File: src/shared/fpg_pkg.sv
// Package: constants and types of the flash protection gate
package fpg_pkg;
	localparam int FPG_ADDR_W = 4;
	localparam int FPG_DATA_W = 32;
	localparam int FPG_NFLAG = 5;
	// Flag bit positions
	localparam int FPG_F_BLKERA = 0;
	localparam int FPG_F_CHPERA = 1;
	localparam int FPG_F_PROG = 2;
	localparam int FPG_F_READ = 3;
	localparam int FPG_F_BOOT = 4;
	localparam logic [FPG_NFLAG-1:0] FPG_FLAGS_RST = 5'h00;
	// Register byte offsets
	localparam logic [FPG_ADDR_W-1:0] FPG_OFF_FLAGS = 4'h0;
	localparam logic [FPG_ADDR_W-1:0] FPG_OFF_STATUS = 4'h4;
	localparam logic [FPG_ADDR_W-1:0] FPG_OFF_MASK = 4'h8;
	localparam logic [FPG_ADDR_W-1:0] FPG_OFF_RESULT = 4'hC;
	// Status / mask bit positions
	localparam int FPG_S_DONE = 0;
	localparam int FPG_S_REFUSED = 1;
	localparam int FPG_NSTAT = 2;
	localparam logic [FPG_NSTAT-1:0] FPG_MASK_RST = 2'h0;
	// Command encodings
	typedef enum logic [2:0] {
		FPG_CMD_READ = 3'h0,
		FPG_CMD_PROG = 3'h1,
		FPG_CMD_BLKERA = 3'h2,
		FPG_CMD_CHPERA = 3'h3,
		FPG_CMD_SETFLG = 3'h4
	} fpg_cmd_type;
	// Answer codes
	localparam logic [1:0] FPG_RSP_OK = 2'h1;
	localparam logic [1:0] FPG_RSP_ERR = 2'h2;
	localparam int FPG_LATENCY = 2;
endpackage : fpg_pkg

File: src/fpg_decide.sv
// Combinational permit decision for one flash command
`timescale 1ns/1ps
`default_nettype none
module fpg_decide
	import fpg_pkg::*;
(
	input wire fpg_pkg::fpg_cmd_type i_cmd,
	input wire logic i_serial,
	input wire logic i_boot_target,
	input wire logic [fpg_pkg::FPG_NFLAG-1:0] i_flags,
	input wire logic [fpg_pkg::FPG_NFLAG-1:0] i_new_flags,
	output logic o_permit
);
	wire logic f_blk = i_flags[FPG_F_BLKERA];
	wire logic f_chp = i_flags[FPG_F_CHPERA];
	wire logic f_prg = i_flags[FPG_F_PROG];
	wire logic f_rd = i_flags[FPG_F_READ];
	wire logic f_boot = i_flags[FPG_F_BOOT];
	wire logic boot_hit = f_boot && i_boot_target;
	// Serial-only prohibits; self-programming ignores them
	wire logic ser_blk_ok = !(f_blk || f_chp || f_prg);
	wire logic ser_chp_ok = !(f_chp || f_boot);
	wire logic ser_prg_ok = !f_prg;
	wire logic ser_rd_ok = !f_rd;
	// Flag update may only add bits; chip erase prohibit freezes serial changes
	wire logic only_adds = ((i_flags & ~i_new_flags) == '0);
	wire logic set_ok = only_adds && !(i_serial && f_chp);
	logic permit;
	always_comb begin
		permit = 1'b0;
		unique case (i_cmd)
			FPG_CMD_READ: permit = i_serial ? ser_rd_ok : 1'b1;
			FPG_CMD_PROG: permit = !boot_hit && (i_serial ? ser_prg_ok : 1'b1);
			FPG_CMD_BLKERA: permit = !boot_hit && (i_serial ? ser_blk_ok : 1'b1);
			FPG_CMD_CHPERA: permit = i_serial && ser_chp_ok;
			FPG_CMD_SETFLG: permit = set_ok;
			default: permit = 1'b0;
		endcase
	end
	assign o_permit = permit;
endmodule : fpg_decide
`default_nettype wire

File: src/fpg_gate.sv
// Flash protection gate: flags, command checking, Avalon-MM registers
//
// Contract
// - Boot flag set: refuse erase and write of boot cluster, both modes.
// - Boot flag, once set, is never cleared. Here i_reset clears it to FPG_FLAGS_RST.
// - After reset all five flags read cleared.
// - Other flags clear only by chip erase. Here i_reset also clears them.
// - Without chip erase, updates only add flags.
// - Block erase prohibit refuses serial block erase only.
// - Program prohibit refuses serial write and serial block erase.
// - Read prohibit refuses serial reads; self reads allowed.
// - Chip erase is never available from self-programming.
// - Boot flag refuses serial chip erase.
// - Four prohibit flags affect serial commands only.
// - Self-programming may set flags, never clear them.
// - Flags live in the extra area; external changes need permission.
//
// Added by the designer: the register addresses and the Avalon-MM slave port.
`timescale 1ns/1ps
`default_nettype none
module fpg_gate
	import fpg_pkg::*;
(
	input wire logic i_clk,
	input wire logic i_reset,
	// Command port
	input wire logic i_cmd_valid,
	input wire fpg_pkg::fpg_cmd_type i_cmd,
	input wire logic i_cmd_serial,
	input wire logic i_cmd_boot,
	input wire logic [fpg_pkg::FPG_NFLAG-1:0] i_cmd_flags,
	output logic o_cmd_ready,
	output logic o_rsp_valid,
	output logic [1:0] o_rsp_code,
	output logic o_exec_valid,
	output fpg_pkg::fpg_cmd_type o_exec_cmd,
	output logic o_exec_boot,
	// Current flags, as held in the extra area
	output logic [fpg_pkg::FPG_NFLAG-1:0] o_flags,
	// Avalon-MM slave
	input wire logic [fpg_pkg::FPG_ADDR_W-1:0] avs_address,
	input wire logic avs_read,
	input wire logic avs_write,
	input wire logic [fpg_pkg::FPG_DATA_W-1:0] avs_writedata,
	input wire logic [3:0] avs_byteenable,
	output logic [fpg_pkg::FPG_DATA_W-1:0] avs_readdata,
	output logic avs_waitrequest,
	output logic avs_response_err,
	output logic o_irq
);
	import fpg_pkg::*;

	typedef enum logic [2:0] {
		FPG_ST_IDLE = 3'b001,
		FPG_ST_EXEC = 3'b010,
		FPG_ST_RESP = 3'b100
	} fpg_state_type;

	fpg_state_type state_q, state_d;
	logic [FPG_NFLAG-1:0] flags_q, flags_d;
	logic [FPG_NSTAT-1:0] stat_q, stat_d;
	logic [FPG_NSTAT-1:0] mask_q, mask_d;
	fpg_cmd_type cmd_q;
	logic serial_q, boot_q, permit_q;
	logic [FPG_NFLAG-1:0] newf_q;
	logic [1:0] rsp_code_q;
	logic rsp_valid_q, exec_valid_q;
	logic [1:0] last_q;
	logic [FPG_DATA_W-1:0] rdata_q;
	logic ack_q, err_q, irq_q;
	logic wreq_q;

	wire logic permit;
	fpg_decide u_decide (
		.i_cmd(cmd_q),
		.i_serial(serial_q),
		.i_boot_target(boot_q),
		.i_flags(flags_q),
		.i_new_flags(newf_q),
		.o_permit(permit)
	);

	// Command sequencing
	wire logic take_cmd = (state_q == FPG_ST_IDLE) && i_cmd_valid;
	wire logic in_exec = (state_q == FPG_ST_EXEC);
	wire logic done_now = (state_q == FPG_ST_RESP);
	always_comb begin
		state_d = state_q;
		unique case (state_q)
			FPG_ST_IDLE: if (i_cmd_valid) state_d = FPG_ST_EXEC;
			FPG_ST_EXEC: state_d = FPG_ST_RESP;
			FPG_ST_RESP: state_d = FPG_ST_IDLE;
			default: state_d = FPG_ST_IDLE;
		endcase
	end

	// Flag update: chip erase clears all but boot; set-flags only ORs
	wire logic do_chip = in_exec && permit && (cmd_q == FPG_CMD_CHPERA);
	wire logic do_set = in_exec && permit && (cmd_q == FPG_CMD_SETFLG);
	wire logic [FPG_NFLAG-1:0] boot_keep = flags_q & (FPG_NFLAG'(1) << FPG_F_BOOT);
	always_comb begin
		flags_d = flags_q;
		if (do_chip) begin
			flags_d = boot_keep;
		end else if (do_set) begin
			flags_d = flags_q | newf_q;
		end
	end

	// Answer code: refused commands execute nothing
	wire logic [1:0] rsp_d = permit ? FPG_RSP_OK : FPG_RSP_ERR;

	// Register bus decode
	wire logic acc = (avs_read || avs_write) && !ack_q;
	wire logic hit_flags = (avs_address == FPG_OFF_FLAGS);
	wire logic hit_stat = (avs_address == FPG_OFF_STATUS);
	wire logic hit_mask = (avs_address == FPG_OFF_MASK);
	wire logic hit_res = (avs_address == FPG_OFF_RESULT);
	wire logic mapped = hit_flags || hit_stat || hit_mask || hit_res;
	wire logic wr_lo = acc && avs_write && avs_byteenable[0];
	wire logic [FPG_NSTAT-1:0] w1c = (wr_lo && hit_stat) ?
		avs_writedata[FPG_NSTAT-1:0] : '0;
	wire logic [FPG_NSTAT-1:0] events = {
		in_exec && !permit,
		in_exec && permit
	};
	// Set wins over a simultaneous clear
	always_comb begin
		stat_d = (stat_q & ~w1c) | events;
		mask_d = (wr_lo && hit_mask) ? avs_writedata[FPG_NSTAT-1:0] : mask_q;
	end
	wire logic [FPG_DATA_W-1:0] rd_mux =
		hit_flags ? FPG_DATA_W'(flags_q) :
		hit_stat ? FPG_DATA_W'(stat_q) :
		hit_mask ? FPG_DATA_W'(mask_q) :
		hit_res ? FPG_DATA_W'(last_q) : '0;
	wire logic irq_d = |(stat_d & mask_d);

	always_ff @(posedge i_clk) begin
		if (i_reset) begin
			state_q <= FPG_ST_IDLE;
			flags_q <= FPG_FLAGS_RST;
		end else begin
			state_q <= state_d;
			flags_q <= flags_d;
		end
	end

	// Capture of the request while idle
	always_ff @(posedge i_clk) begin
		if (i_reset) begin
			cmd_q <= FPG_CMD_READ;
			serial_q <= 1'b0;
			boot_q <= 1'b0;
			newf_q <= '0;
		end else if (take_cmd) begin
			cmd_q <= i_cmd;
			serial_q <= i_cmd_serial;
			boot_q <= i_cmd_boot;
			newf_q <= i_cmd_flags;
		end
	end

	always_ff @(posedge i_clk) begin
		if (i_reset) begin
			permit_q <= 1'b0;
			rsp_code_q <= 2'h0;
			exec_valid_q <= 1'b0;
			last_q <= 2'h0;
		end else begin
			permit_q <= in_exec ? permit : permit_q;
			rsp_code_q <= in_exec ? rsp_d : rsp_code_q;
			exec_valid_q <= in_exec && permit;
			last_q <= in_exec ? rsp_d : last_q;
		end
	end

	always_ff @(posedge i_clk) begin
		if (i_reset) begin
			rsp_valid_q <= 1'b0;
		end else begin
			rsp_valid_q <= in_exec;
		end
	end

	// One wait cycle: ack rises the cycle after the request
	always_ff @(posedge i_clk) begin
		if (i_reset) begin
			ack_q <= 1'b0;
			wreq_q <= 1'b1;
			err_q <= 1'b0;
			rdata_q <= '0;
		end else begin
			ack_q <= acc;
			// Own flop so the pin needs no inverter after the register
			wreq_q <= !acc;
			err_q <= acc && !mapped;
			rdata_q <= (acc && avs_read) ? rd_mux : '0;
		end
	end

	always_ff @(posedge i_clk) begin
		if (i_reset) begin
			stat_q <= '0;
			mask_q <= FPG_MASK_RST;
			irq_q <= 1'b0;
		end else begin
			stat_q <= stat_d;
			mask_q <= mask_d;
			irq_q <= irq_d;
		end
	end

	// Idle code is bit 0 of the one-hot state
	assign o_cmd_ready = state_q[0];
	assign o_rsp_valid = rsp_valid_q;
	assign o_rsp_code = rsp_code_q;
	assign o_exec_valid = exec_valid_q;
	assign o_exec_cmd = cmd_q;
	assign o_exec_boot = boot_q;
	assign o_flags = flags_q;
	assign avs_readdata = rdata_q;
	assign avs_waitrequest = wreq_q;
	assign avs_response_err = err_q;
	assign o_irq = irq_q;
endmodule : fpg_gate
`default_nettype wire

File: config.mk
export PLATFORM = sky130hd
export DESIGN_NAME = fpg_gate
export DESIGN_NICKNAME = d
export VERILOG_FILES = /design/src/shared/fpg_pkg.sv /design/src/fpg_decide.sv /design/src/fpg_gate.sv
export SDC_FILE = /design/constraint.sdc
export NUM_CORES = 1
export LEC_CHECK = 0
export BUFFER_PORTS_ARGS = -buffer_cell sky130_fd_sc_hd__buf_2
export CELL_PAD_IN_SITES_DETAIL_PLACEMENT = 0
export CELL_PAD_IN_SITES_GLOBAL_PLACEMENT = 1
export CORE_MARGIN = 4
export CORE_UTILIZATION = 28
export CTS_BUF_LIST = sky130_fd_sc_hd__clkbuf_16
export DETAILED_ROUTE_END_ITERATION = 8
export PLACE_DENSITY = 0.87
export SYNTH_ARGS = -nofsm -noshare
export SYNTH_HDL_FRONTEND = slang
export SYNTH_SLANG_ARGS = --single-unit
File: constraint.sdc
create_clock -name i_clk -period 2.2 [get_ports i_clk]
set_input_delay 0.22 -clock i_clk [delete_from_list [all_inputs] [get_ports i_clk]]
set_output_delay 0.22 -clock i_clk [all_outputs]
set_load 0.05 [all_outputs]
==> metrics.yaml, run 1 <==
status:
  status: "finished clean"
worst_setup_path:
  worstPathArrival_ns: 2.06
  r2r-start: "o_flags[1]"
  critPathRequiredTime_ns: 2.34
  start_kind: "flop"
  endpoint_kind: "flop"
  rr_worst_depth: 5
  timing.rr.end: "o_irq"
  regToRegSetupSlack_ns: 0.28
  path_max_fanout: 6
  cp-endpoint: "o_irq"
  critical_path_class: "reg -> reg"
  crit_start: "o_flags[1]"
sta:
  period_share_pct: 87.27
  final_max_slew_viol_count: 0
  hold_viol: 0
  rsz0062_at_grt: "false"
  setup_viol: 0
  max_freq_mhz: 520.9
  final.setup.tns_ns: 0
  max_slew_margin_pct: 63.61
  worst_slew_pin_slew_ns: 0.5321
  finalClockSkew_ns: 0.005380
  setup_ws_ns: 0.2801
  period_needed_ns: 1.920
die:
  die_y_um: 82.77
  core_um2: 5270
  rows: 26
  die_area_um2: 6850
  num_io_pins: 104
  dieWidth_um: 82.77
  start_util_pct: 29.70
detailed_routing:
  wl_mm: 3.576
  wl_met3_um: 289
  wl_met1_mm: 1.403
  drtPass1Iterations: 4
  top_layer_used: "met4"
  drcViolationCount: 0
  avgViaCountPerCell: 4.429
  first_iter_violations: 76
  wl_per_cell_um: 12.16
  postRouteAntennaNets: 0
  vias: 1302
  dr_wl_met2_mm: 1.814
final_layout:
  regArea_um2: 700.7
  num_antenna_cells: 0
  layout-drive-gt1-share_pct: 26.79
  finalInstanceArea_um2: 1951
  final_net_count: 278
  final.fill_count: 556
  multi_input_area_um2: 721.9
  instances_no_fill: 294
  post-route-util_pct: 37.01
  syn2layout_area_growth_pct: 24.62
place:
  post-place-ws_ns: 0.3187
  hpwl_mm: 2.753
  portBuffers: 43
  dp_cells: 286
  dpl_cell_area_um2: 1782
  place.gp.congestion: 0.7904
synthesis:
  ys_ff_latch: 35
  yosysSeqAreaShare_pct: 44.76
  syn_area_per_cell_um2: 8.996
  syn_inst: 174
  syn_area_um2: 1565
  ys_types: 38
  synth_edf_count: 0
  ys_async_sr_fraction_pct: 0
  yosys_warnings: 0
  ys.flop_type: "dfxtp_1"
clocking:
  ctsResizeCount: 0
  h-tree-depth: 2
  clkTransAtPathRegs_ns: 0.05
  cts-buffers-inserted: 5
  cts.hold.buffers_added: 0
  cts_tree: "yes"
  clkLatencyLatePin_ns: 0.28
  cts_num_sinks: 35
  cts_setup_buffers: 0
  cts_buffer_depth: 2
  cts_root_buf: "clkbuf_16"
job:
  max_cap_violations: 0
power_and_ir_drop:
  max-vdd-ir-drop_mv: 0.4182
  leakage_nw: 0.9316
  power_density_nw_per_um2: 877.0
global_routing:
  grt_pass1_wl_mm: 5.430
  grt_pass1_vias: 1196
  grt.total_usage_pct: 10.65
  overflow: 0
  grt_start_max_net_pins: 25
  antenna_found_initial: 0
hold_path:
  worstHoldPathCells: 3
  min_path_type: "in -> reg"
==> metrics by stage <==
step                hold slack (ns)  power, mW
floorplan                    0.2967     0.9168
global placement             0.4634     0.9316
detailed placement           0.4712     0.9343
CTS                          0.1745      1.726
global route                 0.1897      1.776
finish                       0.1763      1.711
==> synthesized netlist by cell type (4+ instances only) <==
library cell | n | area, um2
nor2b_1 | 7 | 43.79
clkbuf_1 | 5 | 18.77
dfxtp_1 | 35 | 700.7
a21oi_1 | 14 | 70.07
a31oi_1 | 7 | 43.79
nor4b_1 | 5 | 43.79
nand2_1 | 21 | 78.83
nor3_1 | 4 | 20.02
nor2_1 | 13 | 48.80
buf_4 | 27 | 202.7
inv_1 | 5 | 18.77
==> how the worst min path moves through the flow <==
stage / from / endpoint / slack [ns]
2_1_floorplan: avs_address[3] / avs_readdata[2] / 0.30
3_3_place_gp: newf_q[3] / newf_q[3] / 0.46
3_5_place_dp: i_cmd[0] / o_exec_cmd[0] / 0.47
4_1_cts: i_cmd[2] / o_exec_cmd[2] / 0.17
5_1_grt: i_cmd_flags[2] / newf_q[2] / 0.19
6_report: i_cmd[2] / o_exec_cmd[2] / 0.18
==> cells in the final DEF (no fill, tap or decap), types with 4 or more instances in the layout <==
master and count:
buf_2 43, dfxtp_1 35, conb_1 27, nand2_1 21, a21oi_1 14, nor2_1 13, a31oi_1 7, nor2b_1 7
inv_1 5, nor4b_1 5, clkbuf_16 5, buf_4 5, nor3_1 4
==> registers in the layout, summed over array words and instances, names as in the netlist, 2 cells and up <==
name and count:
state_q 3, mask_q 2, last_q 2, o_flags 5, o_exec_cmd 3, stat_q 2
newf_q 5, avs_readdata 5
==> critical path: stages, from the launching register on <==
cell,delay [ns]
dfxtp_1,0.36
or4_1,0.47
a222oi_1,0.31
o21ai_1,0.21
a32oi_1,0.31
o32ai_1,0.13
==> cell families after synthesis <==
| logic type | after synthesis | share of synthesized area, % |
|---|---|---|
| and+or+nand+nor | 65 | 22.38 |
| buffers and inverters | 37 | 15.35 |
| DFF | 35 | 44.76 |
| AOI/OAI and AO/OA | 32 | 13.11 |
| muxes | 4 | 4.157 |
| other | 1 | 0.2396 |
==> per-layer routing <==
metal	vias up	GRT usage (%)
met5	-	0
met4	0	4.412
met3	7	4.121
met2	43	18.27
met1	599	11.70
li1	653	-
==> power by group <==
part	internal [mW]	switching (mW)
logic	0.0511	0.197
clock network	0.533	0.257
registers	0.656	0.0169
total	1.24	0.471
==> layout make-up <==
class | instances | share of cell area [%]
well taps | 70 | 4.490
repair buffers | 48 | 12.96
inverters | 5 | 0.9622
clock buffers | 5 | 6.414
flip-flops and latches | 35 | 35.92
clock inverters | 3 | 2.245
multi-input cells | 128 | 37.01
(Power assumes the default switching activity.)
==> inputs of run 2 (changes only) <==
--- a/config.mk
+++ b/config.mk
@@ -13,6 +13,7 @@
 export CTS_BUF_LIST = sky130_fd_sc_hd__clkbuf_16
 export DETAILED_ROUTE_END_ITERATION = 8
 export PLACE_DENSITY = 0.87
+export RECOVER_POWER = 50
 export SYNTH_ARGS = -nofsm -noshare
 export SYNTH_HDL_FRONTEND = slang
 export SYNTH_SLANG_ARGS = --single-unit
==> metrics.yaml, run 2 (synthesis results as in run 1) <==
detailed_routing:
  drcViolationCount: 0  # unchanged
  drtPass1Iterations: 4  # unchanged
  wl_per_cell_um: 12.27  # +0.84%
  vias: 1302  # unchanged
  wl_mm: 3.606  # +0.84%
  postRouteAntennaNets: 0  # unchanged
  first_iter_violations: 88  # +16%
  avgViaCountPerCell: 4.429  # unchanged
die:
  rows: 26  # unchanged
  start_util_pct: 29.70  # unchanged
  die_area_um2: 6850  # unchanged
  die_y_um: 82.77  # unchanged
  dieWidth_um: 82.77  # unchanged
  core_um2: 5270  # unchanged
  num_io_pins: 104  # unchanged
worst_setup_path:
  critical_path_class: "reg -> reg"
  path_max_fanout: 6  # unchanged
  critPathRequiredTime_ns: 2.34  # about the same
  r2r-start: "o_flags[1]"
  crit_chain: "or4_1, a222oi_1, o21ai_1, a32oi_1, o32ai_1"
  endpoint_kind: "flop"
  rr_worst_depth: 5  # unchanged
  critPathSlowestCell: "or4_1"
  critPathMaxStageDelay_ns: 0.47  # about the same
  regToRegSetupSlack_ns: 0.28  # about the same
  timing.rr.end: "o_irq"
  cp.buffers_inverters: 0  # unchanged
  worstPathArrival_ns: 2.06  # about the same
  crit_family: "compound AO/OA/AOI/OAI gates"
  start_kind: "flop"
global_routing:
  grt_pass1_wl_mm: 5.430  # unchanged
  met1_usage_pct: 11.70  # unchanged
  grt_pass1_vias: 1196  # unchanged
  met3_usage_pct: 4.121  # unchanged
  antenna_found_initial: 0  # unchanged
  grt.total_usage_pct: 10.65  # unchanged
  grt_start_max_net_pins: 25  # unchanged
  overflow: 0  # unchanged
  grt-busiest-layer: "met2"
  met2_usage_pct: 18.27  # unchanged
sta:
  final_max_slew_viol_count: 0  # unchanged
  setup_ws_ns: 0.2802  # +0.0001330 ns
  finalClockSkew_ns: 0.005352  # -0.00002756 ns
  max_slew_margin_pct: 60.27  # -3.3 points
  setup_viol: 0  # unchanged
  period_needed_ns: 1.920  # -0.0001330 ns
  period_share_pct: 87.26  # about the same
  hold_slack_ns: 0.1763  # +0.00004800 ns
  rsz0062_at_grt: "false"
  final.setup.tns_ns: 0  # unchanged
  hold_viol: 0  # unchanged
  worst_slew_pin_slew_ns: 0.5985  # +0.06640 ns
  max_freq_mhz: 520.9  # about the same
final_layout:
  finalInstanceArea_um2: 1927  # -1.2%
  final.fill_count: 563  # +1.3%
  syn2layout_area_growth_pct: 23.10
  regArea_um2: 700.7  # unchanged
  final_net_count: 278  # unchanged
  instances_no_fill: 294  # unchanged
  post-route-util_pct: 36.56  # -0.45 points
  final_cell_mix: "35 x dfxtp_1, 27 x conb_1, 27 x buf_2, 21 x nand2_1, 17 x clkbuf_1"
  num_antenna_cells: 0  # unchanged
  layout-drive-gt1-share_pct: 19.20  # -7.6 points
  layout_commonest_cell: "dfxtp_1"
  multi_input_area_um2: 721.9  # unchanged
clocking:
  cts_num_sinks: 35  # unchanged
  cts-buffers-inserted: 5  # unchanged
  h-tree-depth: 2  # unchanged
  cts_setup_buffers: 0  # unchanged
  cts_buffer_depth: 2  # unchanged
  ctsResizeCount: 0  # unchanged
  cts_root_buf: "clkbuf_16"
  cts.hold.buffers_added: 0  # unchanged
  clkLatencyLatePin_ns: 0.28  # about the same
  cts_tree: "yes"
  clkTransAtPathRegs_ns: 0.05  # about the same
power_and_ir_drop:
  leakage_nw: 0.8638  # -7.3%
  power_density_nw_per_um2: 886.7  # +1.1%
  max-vdd-ir-drop_mv: 0.4171  # -0.29%
  finalPower_mw: 1.709  # -0.12%
job:
  max_cap_violations: 0  # unchanged
place:
  portBuffers: 43  # unchanged
  dp_cells: 286  # unchanged
  post-place-ws_ns: 0.3187  # unchanged
  place.gp.congestion: 0.7904  # unchanged
  hpwl_mm: 2.753  # unchanged
  dpl_cell_area_um2: 1782  # unchanged
hold_path:
  hp-start: "i_cmd[2]"
  worstHoldPathCells: 3  # unchanged
  hold_end: "o_exec_cmd[2]"
  min_path_type: "in -> reg"
status:
  status: "finished clean"
run 2: cell types whose count changed in the layout (fill, tap and decap cells not counted):
cell,previous run,this run
clkbuf_1,0,17
buf_4,5,4
buf_2,43,27
run 2: power breakdown:
group / internal [mW] / switching (mW) / total (mW)
Clock: 0.533 / 0.257 / 0.790
Combinational: 0.0486 / 0.197 / 0.246
Sequential: 0.656 / 0.0172 / 0.673
Total: 1.24 / 0.471 / 1.71
run 2: final cells by class:
| class | count | share of cell area (%) |
|---|---|---|
| Clock buffer | 5 | 6.493 |
| Clock inverter | 3 | 2.273 |
| Inverter | 5 | 0.9740 |
| Multi-Input combinational cell | 128 | 37.47 |
| Sequential cell | 35 | 36.36 |
| Tap cell | 70 | 4.545 |
| Timing Repair Buffer | 48 | 11.88 |
run 2: layer usage:
layer	vias up	routed length, um
met5	-	0
met4	0	68
met3	7	305
met2	43	1806
met1	600	1426
li1	652	-
run 2: how the worst max path moves through the flow:
stage,depth (start not counted),startpoint,endpoint
3_5_place_dp,5,o_flags[1],o_irq
6_report,5,o_flags[1],o_irq
3_3_place_gp,5,o_flags[1],o_irq
5_1_grt,5,o_flags[1],o_irq
4_1_cts,5,o_flags[1],o_irq
2_1_floorplan,5,o_exec_cmd[0],o_irq
run 2: tightest hold or removal path: cells and delay by family:
family,cells,cell delay (ns)
buffers and inverters,1,0.10
AND/OR/NAND/NOR,1,0.04
AO/OA/AOI/OAI,1,0.05
